`src/rtl/dsod_pkg.sv`:
```
package dsod_pkg;

    // ****************************************
    // apb register map
    // ****************************************
    localparam int          ADDR_W        = 8;
    localparam logic [7:0]  STATUS_OFFSET = 8'h00;   // read only
    localparam logic [7:0]  SPIN_CMD_OFFSET = 8'h04; // write only, reads zero

    // status fields
    localparam int          ST_ID_LSB     = 0;       // three bits
    localparam int          ST_WP_BIT     = 3;
    localparam int          ST_DIAG_BIT   = 4;
    localparam int          ST_START_BIT  = 5;
    localparam int          ST_SPIN_BIT   = 6;
    localparam int          ST_LATCH_BIT  = 7;

    // spindle command fields
    localparam int          CMD_START_BIT = 0;
    localparam int          CMD_STOP_BIT  = 1;

    // ****************************************
    // strap vector layout and reset values
    // ****************************************
    localparam int          STRAP_W       = 14;
    localparam int          SV_ID_LSB     = 0;       // three bits
    localparam int          SV_WP_BIT     = 3;
    localparam int          SV_DIAG_BIT   = 4;
    localparam int          SV_START_BIT  = 5;
    localparam int          SV_ARB_LSB    = 6;       // eight bits
    localparam logic [2:0]  BUS_ID_RST    = 3'h0;
    localparam logic [13:0] STRAP_RST     = 14'h0000;

    // ****************************************
    // timing
    // ****************************************
    localparam int          CLK_PERIOD_PS = 5000;
    localparam int          LATCH_WAIT_PS = 20000;   // settle time after reset release
    localparam int          LATCH_WAIT_CYC = (LATCH_WAIT_PS + CLK_PERIOD_PS - 1) / CLK_PERIOD_PS;
    localparam logic [2:0]  LATCH_WAIT_CNT = 3'(LATCH_WAIT_CYC);

    typedef enum logic [1:0] {SPIN_WAIT, SPIN_STOPPED, SPIN_RUNNING} dsod_spin_e;

endpackage

```
`src/rtl/dsod_sync_if.sv`:
```
`timescale 1ns/1ps
interface dsod_sync_if;
    logic [dsod_pkg::STRAP_W-1:0] raw;   // asynchronous strap and pin levels
    logic [dsod_pkg::STRAP_W-1:0] q;     // filtered levels in pclk domain
    modport mon (output raw, input q);
    modport syn (input raw, output q);
endinterface

```
`src/rtl/dsod_strap_sync.sv`:
```
`timescale 1ns/1ps
module dsod_strap_sync (
    input  wire logic  pclk,
    input  wire logic  presetn,
    dsod_sync_if.syn   sif
);
    typedef struct packed {
        logic [dsod_pkg::STRAP_W-1:0] s1;
        logic [dsod_pkg::STRAP_W-1:0] s2;
        logic [dsod_pkg::STRAP_W-1:0] s3;
        logic [dsod_pkg::STRAP_W-1:0] q;
    } dsod_sync_s;

    dsod_sync_s st_reg;
    dsod_sync_s st_next;

    // ****************************************
    // three stages, change taken once s2 and s3 agree
    // ****************************************
    // a bouncing plug is ignored until two samples match
    always_comb begin
        st_next    = st_reg;
        st_next.s1 = sif.raw;
        st_next.s2 = st_reg.s1;
        st_next.s3 = st_reg.s2;
        st_next.q  = (st_reg.s2 & st_reg.s3) | (st_reg.q & (st_reg.s2 ^ st_reg.s3));
    end

    always_ff @(posedge pclk or negedge presetn) begin
        if (!presetn) begin
            st_reg <= '{default: dsod_pkg::STRAP_RST};
        end else begin
            st_reg <= st_next;
        end
    end

    assign sif.q = st_reg.q;

endmodule

```
`src/rtl/dsod_strap_decoder.sv`:
```
`timescale 1ns/1ps
// Behaviour
// RQ1 - bus identifier is three strap bits, fitted reads one, all fitted gives seven
// RQ2 - in arbitration the highest identifier present wins, seven beats everyone
// RQ3 - integrator gives distinct identifiers and at most eight parties per bus
// RQ4 - write-protect strap removed refuses medium writes; fitted allows them
// RQ5 - write-protect and self-test straps act live; others need a power cycle
// RQ6 - start-mode fitted spins up at power-on; removed waits for start command
// RQ7 - start-mode affects power-on only; start/stop commands always act (here they are ignored until the straps are latched)
// RQ8 - active-low operator panel inputs may set identifier bits instead of straps
// RQ9 - identifier and start-mode are latched once after reset release and held
module dsod_strap_decoder (
    input  wire logic                        pclk,
    input  wire logic                        presetn,
    // apb slave
    input  wire logic                        psel,
    input  wire logic                        penable,
    input  wire logic                        pwrite,
    input  wire logic [dsod_pkg::ADDR_W-1:0] paddr,
    input  wire logic [31:0]                 pwdata,
    output logic      [31:0]                 prdata,
    output logic                             pready,
    output logic                             pslverr,
    // straps, fitted plug reads one
    input  wire logic [2:0]                  identifier_strap_header,
    input  wire logic                        wp_strap,
    input  wire logic                        self_test_strap,
    input  wire logic                        start_mode_strap,
    // operator panel, all active low
    input  wire logic                        panel_id_bit2_n,
    input  wire logic                        panel_id_bit1,
    input  wire logic                        panel_id_bit0_n,
    // arbitration, bus data lines as seen on the bus
    input  wire logic [7:0]                  arb_bus,
    input  wire logic                        arb_phase,
    // medium write request from the controller
    input  wire logic                        wr_req,
    output logic                             wr_grant,
    output logic                             wr_refused,
    output logic [2:0]                       bus_id,
    output logic                             self_test_mode,
    output logic                             spindle_run,
    output logic                             arb_win
);

    // ****************************************
    // state
    // ****************************************
    typedef struct packed {
        logic [2:0]           wait_cnt;
        dsod_pkg::dsod_spin_e spin;
        logic                 latched;
        logic [2:0]           bus_id;
        logic                 start_fit;
        logic                 spindle;
        logic                 self_test;
        logic                 wr_grant;
        logic                 wr_refused;
        logic                 arb_win;
        logic                 pready;
        logic                 pslverr;
        logic [31:0]          prdata;
    } dsod_top_s;

    dsod_top_s st_reg;
    dsod_top_s st_next;

    dsod_sync_if sif ();

    logic [2:0] id_live;
    logic       wp_fit;
    logic [7:0] arb_live;
    logic       apb_done;
    logic       cmd_wr;
    logic       cmd_start;
    logic       cmd_stop;
    logic       latch_now;

    // true when our bit is on the bus and no higher one is
    function automatic logic arb_wins(input logic [7:0] bus, input logic [2:0] id);
        logic win;
        win = bus[id];
        for (int i = 0; i < 8; i++) begin
            if (i > int'(id) && bus[i]) begin
                win = 1'b0;
            end
        end
        return win;
    endfunction

    // ****************************************
    // strap capture
    // ****************************************
    // panel pulls a bit as if the plug were fitted; its strap must be open
    assign sif.raw = {arb_bus,
                      start_mode_strap,
                      self_test_strap,
                      wp_strap,
                      identifier_strap_header | {~panel_id_bit2_n, ~panel_id_bit1,
                                                 ~panel_id_bit0_n}}; // RQ8 RQ1

    dsod_strap_sync u_sync (
        .pclk    (pclk),
        .presetn (presetn),
        .sif     (sif)
    );

    assign id_live  = sif.q[dsod_pkg::SV_ID_LSB +: 3];
    assign wp_fit   = sif.q[dsod_pkg::SV_WP_BIT];
    assign arb_live = sif.q[dsod_pkg::SV_ARB_LSB +: 8];

    // ****************************************
    // apb decode
    // ****************************************
    // one wait state: pready rises on the second access cycle
    assign apb_done  = psel & penable & st_reg.pready;
    assign cmd_wr    = apb_done & pwrite & (paddr == dsod_pkg::SPIN_CMD_OFFSET);
    assign cmd_start = cmd_wr & pwdata[dsod_pkg::CMD_START_BIT];
    assign cmd_stop  = cmd_wr & pwdata[dsod_pkg::CMD_STOP_BIT];
    assign latch_now = (st_reg.spin == dsod_pkg::SPIN_WAIT) &&
                       (st_reg.wait_cnt == dsod_pkg::LATCH_WAIT_CNT);

    // ****************************************
    // next state
    // ****************************************
    always_comb begin
        st_next            = st_reg;
        st_next.pready     = psel & penable & ~st_reg.pready;
        st_next.pslverr    = 1'b0;
        st_next.wr_grant   = wr_req & wp_fit;   // RQ4
        st_next.wr_refused = wr_req & ~wp_fit;  // RQ4 RQ5
        st_next.self_test  = sif.q[dsod_pkg::SV_DIAG_BIT]; // RQ5
        // highest identifier wins, with our latched id only
        st_next.arb_win    = arb_phase & st_reg.latched &
                             arb_wins(arb_live, st_reg.bus_id); // RQ2

        // read data and error on the edge that raises pready
        if (psel && penable && !st_reg.pready) begin
            st_next.prdata = 32'h0000_0000;
            if (paddr == dsod_pkg::STATUS_OFFSET) begin
                st_next.pslverr = pwrite;  // status is read only
                st_next.prdata[dsod_pkg::ST_ID_LSB +: 3] = st_reg.bus_id;
                st_next.prdata[dsod_pkg::ST_WP_BIT]      = wp_fit;
                st_next.prdata[dsod_pkg::ST_DIAG_BIT]    = st_reg.self_test;
                st_next.prdata[dsod_pkg::ST_START_BIT]   = st_reg.start_fit;
                st_next.prdata[dsod_pkg::ST_SPIN_BIT]    = st_reg.spindle;
                st_next.prdata[dsod_pkg::ST_LATCH_BIT]   = st_reg.latched;
            end else if (paddr != dsod_pkg::SPIN_CMD_OFFSET) begin
                st_next.pslverr = 1'b1;
            end
        end

        // spindle control, straps sampled once after release
        case (st_reg.spin)
            dsod_pkg::SPIN_WAIT: begin
                st_next.wait_cnt = st_reg.wait_cnt + 3'h1;
                if (latch_now) begin
                    st_next.latched   = 1'b1;                           // RQ9
                    st_next.bus_id    = id_live;                        // RQ1
                    st_next.start_fit = sif.q[dsod_pkg::SV_START_BIT];  // RQ9
                    if (sif.q[dsod_pkg::SV_START_BIT]) begin
                        st_next.spin    = dsod_pkg::SPIN_RUNNING;       // RQ6
                        st_next.spindle = 1'b1;
                    end else begin
                        st_next.spin    = dsod_pkg::SPIN_STOPPED;       // RQ6
                        st_next.spindle = 1'b0;
                    end
                end
            end
            dsod_pkg::SPIN_STOPPED: begin
                if (cmd_start && !cmd_stop) begin
                    st_next.spin    = dsod_pkg::SPIN_RUNNING;           // RQ7
                    st_next.spindle = 1'b1;
                end
            end
            dsod_pkg::SPIN_RUNNING: begin
                // stop wins when both bits are written together
                if (cmd_stop) begin
                    st_next.spin    = dsod_pkg::SPIN_STOPPED;           // RQ7
                    st_next.spindle = 1'b0;
                end
            end
            default: begin
                st_next.spin    = dsod_pkg::SPIN_STOPPED;
                st_next.spindle = 1'b0;
            end
        endcase
    end

    always_ff @(posedge pclk or negedge presetn) begin
        if (!presetn) begin
            st_reg <= '{wait_cnt: 3'h0, spin: dsod_pkg::SPIN_WAIT,
                        bus_id: dsod_pkg::BUS_ID_RST, prdata: 32'h0000_0000,
                        default: 1'b0};
        end else begin
            st_reg <= st_next;
        end
    end

    // ****************************************
    // outputs
    // ****************************************
    assign prdata         = st_reg.prdata;
    assign pready         = st_reg.pready;
    assign pslverr        = st_reg.pslverr;
    assign wr_grant       = st_reg.wr_grant;
    assign wr_refused     = st_reg.wr_refused;
    assign bus_id         = st_reg.bus_id;
    assign self_test_mode = st_reg.self_test;
    assign spindle_run    = st_reg.spindle;
    assign arb_win        = st_reg.arb_win;
endmodule

```
`config.mk`:
```
export PLATFORM = sky130hd
export DESIGN_NAME = dsod_strap_decoder
export DESIGN_NICKNAME = d
export VERILOG_FILES = /design/src/rtl/dsod_pkg.sv /design/src/rtl/dsod_sync_if.sv /design/src/rtl/dsod_strap_sync.sv /design/src/rtl/dsod_strap_decoder.sv
export SDC_FILE = /design/constraint.sdc
export NUM_CORES = 1
export LEC_CHECK = 0
export BUFFER_PORTS_ARGS = -buffer_cell sky130_fd_sc_hd__buf_4
export CAP_MARGIN = 0
export CORE_MARGIN = 2
export CORE_UTILIZATION = 49
export CTS_CLUSTER_DIAMETER = 80
export CTS_CLUSTER_SIZE = 20
export DETAILED_ROUTE_END_ITERATION = 6
export PLACE_DENSITY = 0.79
export SETUP_SLACK_MARGIN = 0.15
export SLEW_MARGIN = 20
export SYNTH_ARGS = -nofsm -noshare
export SYNTH_HDL_FRONTEND = slang
export SYNTH_SLANG_ARGS = --single-unit
```
`constraint.sdc`:
```
create_clock -name pclk -period 2 [get_ports pclk]
set_input_delay 0.2 -clock pclk [delete_from_list [all_inputs] [get_ports pclk]]
set_output_delay 0.2 -clock pclk [all_outputs]
set_load 0.005 [all_outputs]
```
==> metrics.md <==
| Metric | Value |
|---|---|
| Worst hold path type | input pin to flip-flop |
| Area growth syn-to-layout | 20.4% |
| CP Class | flip-flop to flip-flop |
| Sequential cell area fraction in the yosys report | approximately two thirds |
| TritonCTS Buffers | 9 |
| #FFs+latches synth | 80 |
| Root Buffer | clkbuf_8 |
| Max FFs per register | 28 |
| Layout Cells excl Fill | 359 |
| Status | finished, final reports clean |
| Chip Height | 83.1 µm |
| Async set-reset flop share out of synthesis | between 90% and 100% |
| Synth warn | 0 |
| DR pass1 iterations | 4 |
| CTS tree | built |
| CP Launch Type | flip-flop |
| Final Setup Violations | 0 |
| Avg Cell Area, Syn | 14.0 µm² |
| Vias | about 1700 |
| Port bufs | between 50 and 60 |
| Buf/Inv on CP | 0 |
| Initial DRC Count | 117 |
| Tcrit/Tclk final | 81.7% |
| Tmin final | 1.63 ns |
| CP top delay family | simple AND/OR/NAND/NOR gates |
| Critical path arrival | 1.90 ns |
| Chip width | 83.1 µm |
| Crit end category | flip-flop |
| First-pass GRT wire length | 7800 µm |
| Critical Path Max Stage Delay | 0.55 ns |
| Layout cells sized above 1 | between 20% and 30% |
| Antenna violations before repair | 0 |
| Slew of the pin with the lowest slew margin | approximately 0.54 ns |
| Final Hold Viols | 0 |
| Cells after Synth | 219 |
| Clock edge transition at the registers on the reported setup and hold paths | 0.08 ns |
| EDFF count, synth | 0 |
| Row Count | 28 |
| DRC | 0 |
| Worst-path cell chain | or2_2 > nor4_4 > a22o_1 |
| Total global routing overflow | 0 |
| Antenna viol nets, final | 0 |
| Static leakage | 1.84 nW |
| Rel. slew slack | 64.1% |
| Average wire per standard cell | about 13 µm |
| Unique masters post-synth | 33 |
| # placed instances | around 330 |
| Slew Viols, Final | 0 |
| N_diodes | 0 |
| Critical path's slowest cell | nor4_4 |
| CP max FO | 11 |
| Max Fclk | 612 MHz |
| Nets | 359 |
| Vias in the first global route | about 1700 |
| Post-DP HPWL | between 3000 and 4000 µm |
| Largest net degree at the start of global routing | 81 |
| Clock skew | 0.00694 ns |
| Bufs on Longest Clock Path | 2 |
| Total routed wirelength | 4490 µm |
| Sum Neg Setup Slack | 0 ns |
| IO Pins | 106 |
| Vias per inst | 4.77 |
| H-Tree Depth | 3 |
| VDD IR max | 0.000452 V |
| WP data required | roughly 2.3 ns |
| Insertion delay to the later sink of the worst-skew pair | 0.33 ns |
| RSZ-0062 raised after global routing | false |
| CTS Sinks | 80 |
| Setup Fix Bufs, Post-CTS | 0 |
| PwrDens | 1010 nW/µm² |
| Max Cap Viol | 0 |
| Final GP Congestion | 0.714 |
| Total GRT Usage | between 10% and 20% |
| Die ar. | 6910 µm² |
| Core Area | 5990 µm² |
| Synth Flop Type | dfrtp_1 |
| Initial Util | 51.2% |
| Post-Syn Area | 3070 µm² |
[layout by cell type (no fill, tap or decap), types with 3 or more instances in the layout]
| master | count |
|---|---|
| buf_4 | 51 |
| dfrtp_1 | 80 |
| nor2_1 | 4 |
| nand3_1 | 3 |
| conb_1 | 24 |
| o21ai_0 | 4 |
| dlygate4sd3_1 | 12 |
| nand2b_1 | 6 |
| a21o_1 | 14 |
| nor3_1 | 3 |
| inv_1 | 5 |
| clkbuf_8 | 9 |
| nand2_1 | 7 |
| nor2b_1 | 4 |
| mux2_2 | 4 |
| a22o_1 | 9 |
| ha_1 | 16 |
[logic make-up (layout without fill, tap and decap cells)]
family	after synthesis	count (layout)	share of synthesized area, %
flops	80	80	65.3
buf+inv	43	85	9.55
simple gates	38	38	7.83
compound gates	34	34	8.32
fa+ha+maj	16	16	6.53
mux	5	5	1.80
xor+xnor	2	2	0.571
other cells	1	24	0.122
[synthesized netlist by cell type, drive strengths merged (3+ instances only)]
master | number | area share (%)
mux2 | 4 | 1.5
o21ai | 4 | 0.65
a21o | 14 | 3.4
inv | 5 | 0.61
a22o | 9 | 2.6
nand2b | 6 | 1.2
nor2 | 4 | 0.49
nand3 | 3 | 0.49
nor2b | 4 | 0.82
clkbuf | 3 | 0.37
ha | 16 | 6.5
nor3 | 3 | 0.49
nor4 | 3 | 1.6
nand2 | 7 | 0.86
buf | 35 | 8.6
dfrtp | 80 | 65
[path summary, 6_finish.rpt]
path / start / end / slack, ns / depth (start not counted)
setup / recovery: pready / prdata[2] / 0.37 / 3
hold / removal: panel_id_bit0_n / u_sync.st_next[28] / 0.02 / 2
setup reg to reg: pready / prdata[2] / 0.37 / 3
hold reg to reg: u_sync.st_next[36] / u_sync.st_next[22] / 0.35 / 0
max in group asynchronous: presetn / st_reg[46] / 1.26 / 3
min in group asynchronous: presetn / u_sync.st_reg[22] / 0.43 / 3
[layer usage]
metal | wire [µm] | part of all wire, % | GRT usage [%]
met5 | 0 | 0 | 0
met4 | 97 | 2.2 | 8.05
met3 | 283 | 6.3 | 3.58
met2 | 2050 | 46 | 20.6
met1 | 2070 | 46 | 19.0
[cell type report]
cell class / instances / area [µm²]
inverter: 5 / 18.8
timing repair buffer: 64 / 523
sequential: 80 / 2000
multi-input combinational: 119 / 858
clock inverter: 7 / 72.6
clock buffer: 9 / 124
fill: 445 / 2300
tap: 75 / 93.8
[timing repair]
item,4_1_cts,5_1_grt
resized for setup,0,0
hold buffers,12,0
hold endpoints to repair,91,0
[stage by stage]
stage	hold slack, ns	instance area (µm²)	total power [mW]	setup slack [ns]	util, %
after floorplan	-0.0956	3150	2.41	0.530	-
after global placement	0.255	3380	2.57	0.366	56.3
after detailed placement	0.256	3380	2.61	0.325	56.3
after CTS	0.00149	3690	3.78	0.361	61.6
after global routing	0.00208	3690	3.94	0.259	61.6
final	0.0205	3690	3.73	0.365	61.6
[power by group]
group | total [mW] | internal (mW) | switching [mW]
clock network | 1.13 | 0.576 | 0.557
registers | 1.98 | 1.80 | 0.179
logic | 0.613 | 0.348 | 0.265
total | 3.73 | 2.73 | 1.00
No activity file was read; power rests on OpenSTA's default activity.
